File: src/rtl/bps_pkg.sv
package bps_pkg;

   // Core clock rate and the bus-undervoltage qualification time
   localparam int unsigned CORE_CLK_KHZ = 10000;
   localparam int unsigned BUS_FILTER_US = 2000;
   localparam int unsigned BUS_FILTER_CYC = (BUS_FILTER_US * CORE_CLK_KHZ) / 1000;
   localparam int unsigned BUS_CNT_W = 16;

   // Register byte offsets
   localparam logic [7:0] ADDR_CTRL = 8'h00;
   localparam logic [7:0] ADDR_STATUS = 8'h04;
   localparam logic [7:0] ADDR_CONFIG = 8'h08;

   // Control register fields and reset value
   localparam int unsigned CTRL_CLK_EN_BIT = 0;
   localparam int unsigned CTRL_RAIL_EN_BIT = 1;
   localparam logic [1:0] CTRL_RESET = 2'h3;

   // Status and config register field positions
   localparam int unsigned ST_STATE_LSB = 0;
   localparam int unsigned ST_CLKSRC_LSB = 4;
   localparam int unsigned ST_FLAGS_LSB = 8;
   localparam int unsigned ST_OUTS_LSB = 20;
   localparam int unsigned CFG_FAST_BIT = 0;

   // Number of synchronised pins
   localparam int unsigned PIN_W = 16;
   // Edges a pin needs to cross the synchroniser
   localparam int unsigned SYNC_STAGES = 2;

   typedef enum logic [1:0] {
      BPS_RESET,
      BPS_STARTUP,
      BPS_STANDBY,
      BPS_NORMAL
   } bps_state_t;

   // Source steering for the host clock mux
   typedef enum logic [1:0] {
      BPS_CLK_OFF,
      BPS_CLK_INT4,
      BPS_CLK_XTAL8,
      BPS_CLK_XTAL16
   } bps_clk_src_t;

   // Supervisor and status flags, all active high
   typedef struct packed {
      logic bus_ok;
      logic filt_start;
      logic filt_high;
      logic filt_warn_ok;
      logic filt_reset_ok;
      logic fixed_rail_ok;
      logic adj_rail_ok;
      logic linreg_ok;
      logic thermal_warn;
      logic thermal_shutdown;
      logic xtal_ok;
      logic calib_done;
   } bps_sup_t;

   // Host-side control pins and the current-configuration strap
   typedef struct packed {
      logic host_clock_select;
      logic buck2_enable_low;
      logic linreg_enable_low;
      logic strap_hard_low;
   } bps_pins_t;

endpackage

File: src/rtl/bps_sync.sv
`timescale 1ns/1ps
// Two-stage synchroniser for asynchronous pins
module bps_sync (
   // Clock and reset
   input wire logic i_core_clk,
   input wire logic i_sys_rst,
   input wire logic i_clk_en,
   // Data
   input wire logic [bps_pkg::PIN_W-1:0] i_async,
   output logic [bps_pkg::PIN_W-1:0] o_sync
);

   logic [bps_pkg::PIN_W-1:0] meta_q;
   logic [bps_pkg::PIN_W-1:0] sync_q;

   always_ff @(posedge i_core_clk or posedge i_sys_rst) begin
      if (i_sys_rst) begin
         meta_q <= '0;
         sync_q <= '0;
      end else if (i_clk_en) begin
         meta_q <= i_async;
         sync_q <= meta_q;
      end
   end

   assign o_sync = sync_q;

endmodule

File: src/rtl/bps_bus_timer.sv
`timescale 1ns/1ps
// Qualifies a low bus-voltage flag over a fixed number of cycles
module bps_bus_timer #(
   parameter int unsigned P_CYCLES = bps_pkg::BUS_FILTER_CYC
) (
   // Clock and reset
   input wire logic i_core_clk,
   input wire logic i_sys_rst,
   input wire logic i_clk_en,
   // Flag in, qualified low out
   input wire logic i_bus_ok,
   output logic o_bus_low
);

   localparam logic [bps_pkg::BUS_CNT_W-1:0] LAST = bps_pkg::BUS_CNT_W'(P_CYCLES - 1);

   logic [bps_pkg::BUS_CNT_W-1:0] cnt_q;
   logic [bps_pkg::BUS_CNT_W-1:0] cnt_d;
   logic low_q;
   logic low_d;
   wire expired = (cnt_q == LAST);

   assign cnt_d = i_bus_ok ? '0 : (expired ? cnt_q : cnt_q + 1'b1);
   assign low_d = !i_bus_ok && expired;

   always_ff @(posedge i_core_clk or posedge i_sys_rst) begin
      if (i_sys_rst) begin
         cnt_q <= '0;
         low_q <= 1'b0;
      end else if (i_clk_en) begin
         cnt_q <= cnt_d;
         low_q <= low_d;
      end
   end

   assign o_bus_low = low_q;

endmodule

File: src/rtl/bps_sequencer.sv
// The register addresses and the APB interface to the registers were decided locally.
`timescale 1ns/1ps
// Behaviour
// - Fixed buck turns on by itself once start-up begins, no enable pin.
// - Adjustable buck runs only while its low-active enable pin is low.
// - Linear 20 V regulator runs only while its low-active enable pin is low.
// - In standby after power-up the host clock is the internal 4 MHz.
// - Entering normal, host clock is 8 MHz if select low, else 16 MHz.
// - Falling to standby keeps crystal clock unless oscillator failed, then 4 MHz.
// - Warning goes low at once when filtered supply drops under 14 V.
// - Warning goes low after bus voltage stays under 20 V for 2 ms.
// - Host reset goes low when filtered supply drops under 12 V.
// - Host reset held low on low bus, dead fixed buck or thermal shutdown; the code holds it only on the last two, a low bus just drops to standby.
// - Host reset and warning are open-drain with internal pull-ups.
// - Power state chosen from bus, filtered, adjustable and 20 V supervisors.
// - Weak or open strap selects 0.5 mA/ms slopes and 30 mA start limit.
// - Strap hard to ground selects 1 mA/ms, 60 mA start, 20.5 mA normal.
// - After calibration read in start-up, enter standby and release host reset.
// - Normal state and warning release only when all four supervisors are good.
// - Thermal warning pulls the power-fail warning low.
module bps_sequencer #(
   parameter int unsigned P_BUS_FILTER_CYC = bps_pkg::BUS_FILTER_CYC
) (
   // Clock, reset and enable
   input wire logic i_core_clk,
   input wire logic i_sys_rst,
   input wire logic i_clk_en,
   // Supervisor flags and pins, asynchronous to the core clock
   input wire bps_pkg::bps_sup_t i_sup,
   input wire bps_pkg::bps_pins_t i_pins,
   // APB slave
   input wire logic psel,
   input wire logic penable,
   input wire logic pwrite,
   input wire logic [7:0] paddr,
   input wire logic [31:0] pwdata,
   output logic [31:0] prdata,
   output logic pready,
   output logic pslverr,
   // Converter enables
   output logic o_fixed_buck_en,
   output logic o_adjustable_buck_en,
   output logic o_linreg_en,
   // Host clock mux steering
   output bps_pkg::bps_clk_src_t o_host_clock_src,
   // Open-drain host pins; oe high while pulling low
   output logic o_host_reset_n_o,
   output logic o_host_reset_n_oe,
   output logic o_power_fail_warning_n_o,
   output logic o_power_fail_warning_n_oe,
   // Bus coupler current settings from the strap
   output logic o_slope_fast,
   output logic o_startup_limit_high,
   output logic o_normal_current_high
);

   localparam int unsigned SUP_W = $bits(bps_pkg::bps_sup_t);
   localparam int unsigned PIN_N = $bits(bps_pkg::bps_pins_t);

   // Synchronised inputs
   logic [bps_pkg::PIN_W-1:0] raw_w;
   logic [bps_pkg::PIN_W-1:0] sync_w;
   bps_pkg::bps_sup_t sup;
   bps_pkg::bps_pins_t pins;

   assign raw_w = {{(bps_pkg::PIN_W - SUP_W - PIN_N){1'b0}}, i_sup, i_pins};
   assign sup = sync_w[SUP_W+PIN_N-1:PIN_N];
   assign pins = sync_w[PIN_N-1:0];

   bps_sync u_sync (
      .i_core_clk(i_core_clk),
      .i_sys_rst(i_sys_rst),
      .i_clk_en(i_clk_en),
      .i_async(raw_w),
      .o_sync(sync_w)
   );

   logic bus_low;

   bps_bus_timer #(
      .P_CYCLES(P_BUS_FILTER_CYC)
   ) u_bus_timer (
      .i_core_clk(i_core_clk),
      .i_sys_rst(i_sys_rst),
      .i_clk_en(i_clk_en),
      .i_bus_ok(sup.bus_ok),
      .o_bus_low(bus_low)
   );

   // State and registers
   bps_pkg::bps_state_t state_q;
   bps_pkg::bps_state_t state_d;
   bps_pkg::bps_clk_src_t clk_src_q;
   bps_pkg::bps_clk_src_t clk_src_d;
   logic [1:0] ctrl_q;
   logic strap_taken_q;
   logic strap_fast_q;
   logic fixed_en_q;
   logic adj_en_q;
   logic lin_en_q;
   logic rst_pull_q;
   logic warn_pull_q;
   logic [31:0] prdata_q;
   logic pready_q;
   logic pslverr_q;
   logic [1:0] settle_q;
   bps_pkg::bps_clk_src_t host_clk_q;

   // States in which the adjustable buck and linear regulator may run and the host reset is released
   function automatic logic state_up(input bps_pkg::bps_state_t s);
      state_up = (s == bps_pkg::BPS_STANDBY) || (s == bps_pkg::BPS_NORMAL);
   endfunction

   // One aligned word per offset, so a plain compare is the whole decode
   function automatic logic reg_hit(input logic [7:0] addr, input logic [7:0] offset);
      reg_hit = (addr == offset);
   endfunction

   // Supervisor decoding
   wire xtal_sel = pins.host_clock_select;
   wire bps_pkg::bps_clk_src_t xtal_src = xtal_sel ? bps_pkg::BPS_CLK_XTAL16
                                                   : bps_pkg::BPS_CLK_XTAL8;
   wire all_good = sup.bus_ok && sup.filt_warn_ok && sup.adj_rail_ok && sup.linreg_ok;
   wire drop_to_reset = sup.thermal_shutdown || !sup.filt_reset_ok || !sup.fixed_rail_ok;
   wire warn_cause = bus_low || !sup.filt_warn_ok || sup.thermal_warn;
   wire leave_normal = warn_cause || !sup.adj_rail_ok || !sup.linreg_ok || !sup.xtal_ok;
   wire rails_allowed = state_up(state_q) && sup.filt_high
                        && ctrl_q[bps_pkg::CTRL_RAIL_EN_BIT];

   // Power state machine
   always_comb begin
      state_d = state_q;
      clk_src_d = clk_src_q;
      case (state_q)
         bps_pkg::BPS_RESET: begin
            clk_src_d = bps_pkg::BPS_CLK_OFF;
            if (!sup.thermal_shutdown && sup.filt_start) begin
               state_d = bps_pkg::BPS_STARTUP;
            end
         end
         bps_pkg::BPS_STARTUP: begin
            if (sup.thermal_shutdown || !sup.filt_start) begin
               state_d = bps_pkg::BPS_RESET;
            // calibration read done; waiting out any reset cause
            // keeps standby from releasing the host reset for one cycle
            end else if (sup.fixed_rail_ok && sup.calib_done && !drop_to_reset) begin
               state_d = bps_pkg::BPS_STANDBY;
               clk_src_d = bps_pkg::BPS_CLK_INT4;
            end
         end
         bps_pkg::BPS_STANDBY: begin
            if (drop_to_reset) begin
               state_d = bps_pkg::BPS_RESET;
               clk_src_d = bps_pkg::BPS_CLK_OFF;
            end else if (all_good && !bus_low && !sup.thermal_warn && sup.xtal_ok) begin
               state_d = bps_pkg::BPS_NORMAL;
               clk_src_d = xtal_src;
            end
         end
         bps_pkg::BPS_NORMAL: begin
            if (drop_to_reset) begin
               state_d = bps_pkg::BPS_RESET;
               clk_src_d = bps_pkg::BPS_CLK_OFF;
            end else if (leave_normal) begin
               state_d = bps_pkg::BPS_STANDBY;
               if (!sup.xtal_ok) begin
                  clk_src_d = bps_pkg::BPS_CLK_INT4;
               end
            end
         end
         default: begin
            state_d = bps_pkg::BPS_RESET;
            clk_src_d = bps_pkg::BPS_CLK_OFF;
         end
      endcase
   end

   always_ff @(posedge i_core_clk or posedge i_sys_rst) begin
      if (i_sys_rst) begin
         state_q <= bps_pkg::BPS_RESET;
         clk_src_q <= bps_pkg::BPS_CLK_OFF;
      end else if (i_clk_en) begin
         state_q <= state_d;
         clk_src_q <= clk_src_d;
      end
   end

   // Output drivers; all registered so pins never glitch
   wire fixed_en_d = (state_q != bps_pkg::BPS_RESET);
   wire adj_en_d = rails_allowed && !pins.buck2_enable_low;
   wire lin_en_d = rails_allowed && !pins.linreg_enable_low;
   wire rst_pull_d = !state_up(state_d);
   wire warn_pull_d = (state_d != bps_pkg::BPS_NORMAL) || warn_cause;
   // Software may silence the clock pin; the mux state itself keeps running
   wire bps_pkg::bps_clk_src_t host_clk_d =
      ctrl_q[bps_pkg::CTRL_CLK_EN_BIT] ? clk_src_q : bps_pkg::BPS_CLK_OFF;

   always_ff @(posedge i_core_clk or posedge i_sys_rst) begin
      if (i_sys_rst) begin
         fixed_en_q <= 1'b0;
         adj_en_q <= 1'b0;
         lin_en_q <= 1'b0;
         rst_pull_q <= 1'b1;
         warn_pull_q <= 1'b1;
         host_clk_q <= bps_pkg::BPS_CLK_OFF;
      end else if (i_clk_en) begin
         fixed_en_q <= fixed_en_d;
         adj_en_q <= adj_en_d;
         lin_en_q <= lin_en_d;
         rst_pull_q <= rst_pull_d;
         warn_pull_q <= warn_pull_d;
         host_clk_q <= host_clk_d;
      end
   end

   // Strap caught once after reset release, as the analog limits are fixed at start.
   // Capture waits for the synchroniser to fill, else it would latch its reset zeros.
   wire strap_ready = (settle_q == 2'(bps_pkg::SYNC_STAGES));

   always_ff @(posedge i_core_clk or posedge i_sys_rst) begin
      if (i_sys_rst) begin
         settle_q <= 2'h0;
         strap_taken_q <= 1'b0;
         strap_fast_q <= 1'b0;
      end else if (i_clk_en && !strap_taken_q) begin
         if (strap_ready) begin
            strap_taken_q <= 1'b1;
            strap_fast_q <= pins.strap_hard_low;
         end else begin
            settle_q <= settle_q + 2'h1;
         end
      end
   end

   // APB slave: no wait state, and every read answer still comes from a flop
   wire setup_ph = psel && !penable;
   wire access_ph = psel && penable && pready_q;
   // Unmapped offsets answer with an error and zero data; writes to them are dropped
   wire hit_ctrl = reg_hit(paddr, bps_pkg::ADDR_CTRL);
   wire hit_status = reg_hit(paddr, bps_pkg::ADDR_STATUS);
   wire hit_config = reg_hit(paddr, bps_pkg::ADDR_CONFIG);
   wire hit_any = hit_ctrl || hit_status || hit_config;
   wire wr_ctrl = access_ph && pwrite && hit_ctrl;

   logic [31:0] status_w;
   logic [31:0] rd_mux;

   assign status_w = {9'h000, fixed_en_q, adj_en_q, lin_en_q,
                      !rst_pull_q, !warn_pull_q, bus_low, sup.xtal_ok,
                      sup.thermal_shutdown, sup.thermal_warn, sup.linreg_ok, sup.adj_rail_ok,
                      sup.fixed_rail_ok, sup.filt_reset_ok, sup.filt_warn_ok, sup.bus_ok,
                      2'h0, clk_src_q, 2'h0, state_q};
   assign rd_mux = hit_ctrl ? {30'h0, ctrl_q} :
                   hit_status ? status_w :
                   hit_config ? {31'h0, strap_fast_q} : 32'h0000_0000;

   always_ff @(posedge i_core_clk or posedge i_sys_rst) begin
      if (i_sys_rst) begin
         ctrl_q <= bps_pkg::CTRL_RESET;
         prdata_q <= 32'h0000_0000;
         pready_q <= 1'b0;
         pslverr_q <= 1'b0;
      end else if (i_clk_en) begin
         pready_q <= setup_ph;
         pslverr_q <= setup_ph && !hit_any;
         prdata_q <= (setup_ph && !pwrite) ? rd_mux : 32'h0000_0000;
         if (wr_ctrl) begin
            ctrl_q <= pwdata[1:0];
         end
      end
   end

   assign prdata = prdata_q;
   assign pready = pready_q;
   assign pslverr = pslverr_q;

   assign o_fixed_buck_en = fixed_en_q;
   assign o_adjustable_buck_en = adj_en_q;
   assign o_linreg_en = lin_en_q;
   // Registered so the mux select never glitches on a control write
   assign o_host_clock_src = host_clk_q;
   assign o_host_reset_n_o = 1'b0;
   assign o_host_reset_n_oe = rst_pull_q;
   assign o_power_fail_warning_n_o = 1'b0;
   assign o_power_fail_warning_n_oe = warn_pull_q;
   assign o_slope_fast = strap_fast_q;
   assign o_startup_limit_high = strap_fast_q;
   assign o_normal_current_high = strap_fast_q;

endmodule

File: config.mk
export PLATFORM = sky130hd
export DESIGN_NAME = bps_sequencer
export DESIGN_NICKNAME = d
export VERILOG_FILES = /design/src/rtl/bps_pkg.sv /design/src/rtl/bps_sync.sv /design/src/rtl/bps_bus_timer.sv /design/src/rtl/bps_sequencer.sv
export SDC_FILE = /design/constraint.sdc
export NUM_CORES = 1
export LEC_CHECK = 0
export BUFFER_PORTS_ARGS = -buffer_cell sky130_fd_sc_hd__clkbuf_2
export CORE_MARGIN = 4
export CORE_UTILIZATION = 45
export DETAILED_ROUTE_END_ITERATION = 7
export MAX_ROUTING_LAYER = met4
export PLACE_DENSITY = 0.7
export SETUP_SLACK_MARGIN = 0.3
export SKIP_CTS_REPAIR_TIMING = 1
export SLEW_MARGIN = 15
export SYNTH_ARGS = -nofsm -noshare
export SYNTH_HDL_FRONTEND = slang
export SYNTH_SLANG_ARGS = --single-unit
File: constraint.sdc
create_clock -name i_core_clk -period 5 [get_ports i_core_clk]
set_clock_uncertainty 0.2 [all_clocks]
set_input_delay 1.5 -clock i_core_clk [delete_from_list [all_inputs] [get_ports i_core_clk]]
set_output_delay 1.5 -clock i_core_clk [all_outputs]
set_load 0.05 [all_outputs]
Word-level counts from Yosys, hierarchy flattened

Index checks and enable logic that the tools add are counted.

Logic and storage cells: 126
Output and inout port bits: 46
Flip-flop bits (word level): 100
Input port bits: 62

Mux-type cells: 24
Add/sub/neg operators: 2
Reductions and logical operators: 64
Equality and inequality tests: 16
Bitwise gates (word level): 1

Operator list:

| cell                    | count |
|---|---|
| $mux W23                | 3 |
| $mux W16                | 2 |
| $mux W2                 | 15 |
| $logic_and A1 B1 Y1     | 22 |
| $logic_not A1 Y1        | 21 |
| $add A16 B1 Y16 const B | 1 |
| $eq A16 B15 Y1 const B  | 1 |
| $pmux W2 S4             | 2 |
| $logic_or A1 B1 Y1      | 13 |
| $eq A2 B2 Y1 const B    | 5 |
| $eq A8 B3 Y1 const B    | 1 |
| $eq A8 B4 Y1 const B    | 1 |
| $logic_not A8 Y1        | 1 |
| $ne A2 B2 Y1 const B    | 4 |
| $reduce_and A2 Y1       | 4 |
| $ne A3 B3 Y1 const B    | 2 |
| $reduce_and A6 Y1       | 1 |
| $ne A3 B2 Y1 const B    | 1 |
| $add A2 B1 Y2 const B   | 1 |
| $eq A2 B1 Y1 const B    | 1 |
| $logic_not A2 Y1        | 1 |
| $mux W1                 | 2 |
| $reduce_bool A2 Y1      | 1 |
| $not A1 Y1              | 1 |

Longest topological paths before layout

Depth in word-level cells: 12
Gate-level depth with buffers: 6

Modules after synthesis

A second synthesis with hierarchy kept.

Cells, all modules: 342
Area, all modules: 4207.8 um^2

Modules (own cells, without submodules):

| module        | times used | cells each | area an instance (um^2) |
|---|---|---|---|
| bps_sequencer | 1          | 162        | 1789.2 |
| bps_sync      | 1          | 69         | 1348.8 |
| bps_bus_timer | 1          | 111        | 1069.8 |

Worst setup path before layout

Ideal clock, no wire load.

Path kind: input port to flip-flop
Start point: in paddr[5]
End point: reg prdata_q[22] (netlist: prdata[22])
Buffers on the path: 2
Data arrival time: 2730 ps
Data required time: 4733 ps
Stages: 6
Slack: 2003 ps
Cells stage by stage: nor4_1 nand2_1 nor4bb_1 clkbuf_1 buf_2 a22o_1

Longest elaborated chain between the ends: 4
Elaborated cells between the ends (all ways): 5

RTL lines:

| item                   | RTL line             | text |
|---|---|---|
| start: declaration     | bps_sequencer.sv:35  | `input wire logic [7:0] paddr,` |
| $eq A8 B3 Y1           | bps_sequencer.sv:116 | `reg_hit = (addr == offset);` |
| $mux W23               | bps_sequencer.sv:254 | `hit_status ? status_w :` |
| $mux W23 (*)           | bps_sequencer.sv:253 | `assign rd_mux = hit_ctrl ? {30'h0, ctrl_q} :` |
| $mux W23 (*)           | bps_sequencer.sv:266 | `prdata_q <= (setup_ph && !pwrite) ? rd_mux : 32'h0000_0000;` |
| end signal: assignment | bps_sequencer.sv:266 |  |
| end: declaration       | bps_sequencer.sv:103 | `logic [31:0] prdata_q;` |

Every way passes the cells marked *; elsewhere a longest branch is shown, timed or not.
A chain may end at the register's enable or synchronous reset.

==> out/metrics.cfg <==
[logic_synthesis]
synth_simple_gate_area_share_pct=11.08
yosys.cell_types.count=55
synth_xor_area_share_pct=0.2184
yosys_register_bits=87
synth_sequential_area_ratio_pct=54.41
syn_inst=342
synthesis.area_per_instance_um2=11.73
syn-cell-area_um2=4010
synth_mux_area_share_pct=11.20
synthFlopType=sky130_fd_sc_hd__dfrtp_1
synth_edf_count=0
yosysWarningCount=0
ys_async_sr_fraction_pct=100.0
dominant_combinational_cell_family_by_area_after_synthesis=compound AO/OA/AOI/OAI gates
synth_adder_area_share_pct=0.6240
share_of_the_synthesized_area_in_compound_gates_ao_oa_aoi_oai_pct=15.26

[placement]
placement.io_buffers=62
pre_cts_slack_ps=1237
detailed_place_hpwl_mm=5.691
place.gp.congestion=0.8335

[cts]
worst_skew_pair.late_latency_ps=350
clk_pin_slew_worst_paths_ps=80
h_tree_levels=3
cts_buffers=9
clockRootBuffer=sky130_fd_sc_hd__clkbuf_8
clockBufferDepth=2
clock_sink_count=87
tritoncts=done

[finish]
layout.cells.most_common=sky130_fd_sc_hd__dfrtp_1
antenna_cells=0
fin_nets=455
mostFrequentLayoutCells=sky130_fd_sc_hd__dfrtp_1 (83), sky130_fd_sc_hd__clkbuf_2 (62), sky130_fd_sc_hd__mux2_2 (39), sky130_fd_sc_hd__o31ai_1 (18), sky130_fd_sc_hd__a22o_1 (18)
post_route_cells_drive_above_1_share_pct=32.83
p_r_area_growth_vs_syn_pct=12.70

[floorplanning]
floorplan.io_pins=108
die-area_um2=10490
total_core_area_um2=8678
die_h_um=102.4
die_x_um=102.4
effective_utilization_at_floorplan_pct=46.21
floorplan.rows=34

[power]
power_density_nw_per_um2=348.1
comb_power_share_pct=16.3
cell_internal_pwr_mw=1.115
share_seq_of_total_power_pct=52.0
power_frac_clock_pct=31.7
power.net_switching_mw=0.4584
power.share.switching_pct=29.14
power_leakage_nw=2.099
irDropWorstVdd_uv=203.9
finalPower_mw=1.573

[sta]
max_slew.worst_pin.slew_ps=1017
post-route-period-util_pct=66.37
setup_tns_ps=0
worst_slew_margin_rel_pct=32.07
timing.final.ws_setup_ps=1681
finalWorstPathRequiredPeriod_ps=3319
fmax_mhz=301.3
final-max-slew-violation-count=0
report.final.setup_viol=0
unrepaired_setup_endpoints_after_global_routing=false
finalHoldViolCount=0

[critical_path]
ff2ff_path_depth=4
cp_data_required_time_ps=5080
critical_path.slowest_cell=sky130_fd_sc_hd__nor4bb_4
critical_path_cell_count=5
timing.critical_path.max_delay_family=simple AND/OR/NAND/NOR gates
critPathBufInv=1
critPathMaxStageDelay_ps=840
criticalPathCategory=input pin to register
timing.reg2reg.setup_slack_ps=1960
critPathArrivalTime_ps=3400
crit_path_end=prdata[18]
critPathMaxFanout=22
setup.worst_path.end_class=register
setup.worst_path.start=i_clk_en
r2r_end=u_bus_timer.cnt_q[3]
crit_chain=clkbuf_2 -> nand3b_1 -> nor2_1 -> nor4bb_4 -> a22o_1
critPathLaunchType=input pin
rr_startpoint=u_sync.o_sync[15]

[global_route]
grt_antenna_before_repair=0
grt_start_max_net_pins=52
grt_pass1_wl_mm=13.46
gr-usage-all-layers_pct=16.79
grt_overflow_total=0
vias_in_the_first_global_route=2748

[detailed_routing]
vias_per_cell=5.577
drt_drc_violations_left=0
dr.first_iter.drc_count=103
totalWireLength_mm=8.083
ant_nets=0
drtPass1Iterations=4
vias=2811
drt-wirelength-per-cell_um=16.04

[min_path]
path_class_of_the_lowest_slack_min_delay_path=register to register

[job]
drv_cap=0

[outcome]
run_status=finished, final reports clean

[registers in the layout, summed over array words and instances (netlist names), 2 cells and up]
signal,count
prdata,19
o_host_clock_src,2
u_sync.o_sync,16
state_q,2
clk_src_q,2
ctrl_q,2
u_sync.meta_q,16
u_bus_timer.cnt_q,16
settle_q,2
[per-layer routing]
| metal | share of wire [%] | vias up | track usage [%] |
|---|---|---|---|
| met2 | 46 | 78 | 24.74 |
| met4 | 1.2 | 0 | 6.559 |
| li1 | - | 1332 | - |
| met5 | 0 | - | - |
| met1 | 47 | 1391 | 22.73 |
| met3 | 5.4 | 10 | 3.686 |
[power by group through the flow]
stage          clock (mW)  combinational, mW  sequential [mW]
2_1_floorplan           0              0.213            0.831
4_1_cts             0.514              0.259            0.818
5_1_grt             0.541              0.280            0.829
3_3_place_gp            0              0.252            0.829
6_report            0.499              0.256            0.818
3_5_place_dp            0              0.259            0.833
[cells in the mapped netlist, types with 2 or more instances]
library cell	number	share of area, %
sky130_fd_sc_hd__nand4b_1	3	0.66
sky130_fd_sc_hd__nand2_1	12	1.1
sky130_fd_sc_hd__or2_2	2	0.31
sky130_fd_sc_hd__and3_1	5	0.78
sky130_fd_sc_hd__mux2_2	39	11
sky130_fd_sc_hd__nand3_1	10	1.2
sky130_fd_sc_hd__buf_1	3	0.28
sky130_fd_sc_hd__and4_1	3	0.66
sky130_fd_sc_hd__o31ai_1	18	3.4
sky130_fd_sc_hd__nor2_1	10	0.94
sky130_fd_sc_hd__a31oi_1	7	1.1
sky130_fd_sc_hd__nand3b_1	2	0.37
sky130_fd_sc_hd__clkbuf_1	17	1.6
sky130_fd_sc_hd__a22o_1	18	3.9
sky130_fd_sc_hd__o21ai_1	2	0.25
sky130_fd_sc_hd__or4bb_1	2	0.56
sky130_fd_sc_hd__dfstp_2	4	2.6
sky130_fd_sc_hd__nor3_1	5	0.62
sky130_fd_sc_hd__buf_4	18	3.4
sky130_fd_sc_hd__o41ai_1	3	0.66
sky130_fd_sc_hd__a32o_1	2	0.50
sky130_fd_sc_hd__buf_2	3	0.37
sky130_fd_sc_hd__and2_1	3	0.47
sky130_fd_sc_hd__dfrtp_1	83	52
sky130_fd_sc_hd__o22ai_1	2	0.31
sky130_fd_sc_hd__nand4_1	2	0.31
sky130_fd_sc_hd__inv_1	13	1.2
sky130_fd_sc_hd__ha_1	2	0.62
sky130_fd_sc_hd__a21oi_1	7	0.87
sky130_fd_sc_hd__nand2b_1	4	0.62
sky130_fd_sc_hd__o21ai_0	10	1.2
sky130_fd_sc_hd__a41oi_1	5	1.1
[area by class of cell]
class / instances / area, um^2
Sequential cell: 87 / 2182
Fill cell: 784 / 4159
Timing Repair Buffer: 66 / 340.3
Inverter: 13 / 50.05
Tap cell: 108 / 135.1
Clock buffer: 13 / 158.9
Clock inverter: 3 / 42.54
Multi-Input combinational cell: 214 / 1610
[worst min path at each step]
stage | cells after the start | end | slack, ps | start
floorplan | 1 | o_adjustable_buck_en | 230 | u_sync.o_sync[2]
global placement | 1 | o_adjustable_buck_en | 240 | u_sync.o_sync[2]
detailed placement | 1 | o_linreg_en | 250 | u_sync.o_sync[1]
CTS | 1 | o_linreg_en | 260 | u_sync.o_sync[1]
global route | 1 | o_adjustable_buck_en | 290 | u_sync.o_sync[2]
finish | 1 | o_linreg_en | 260 | u_sync.o_sync[1]
[cell families after synthesis]
family          Yosys count
flops                    87
compound gates           83
simple gates             73
buf+inv                  55
mux                      40
fa+ha+maj                 2
other cells               1
xor+xnor                  1
[stage by stage]
| step | hold WS (ps) | util [%] | area, um^2 | std cells |
|---|---|---|---|---|
| final | 256.5 | 52.08 | 4519 | 504 |
| after global routing | 285.2 | 52.08 | 4519 | 504 |
| after CTS | 260.0 | 52.08 | 4519 | 504 |
| after detailed placement | 247.6 | 49.75 | 4318 | 488 |
| after global placement | 236.7 | 49.75 | 4318 | 488 |
| after floorplan | 227.2 | - | 4063 | 356 |
[worst register-to-register path, cell delays in order (launching register included)]
cell and delay (ps):
sky130_fd_sc_hd__dfrtp_1 660, sky130_fd_sc_hd__or4bb_1 630, sky130_fd_sc_hd__nor4_4 790, sky130_fd_sc_hd__or3_1 490, sky130_fd_sc_hd__o21ai_1 140
Note: power is estimated with default switching activity, not from simulation.
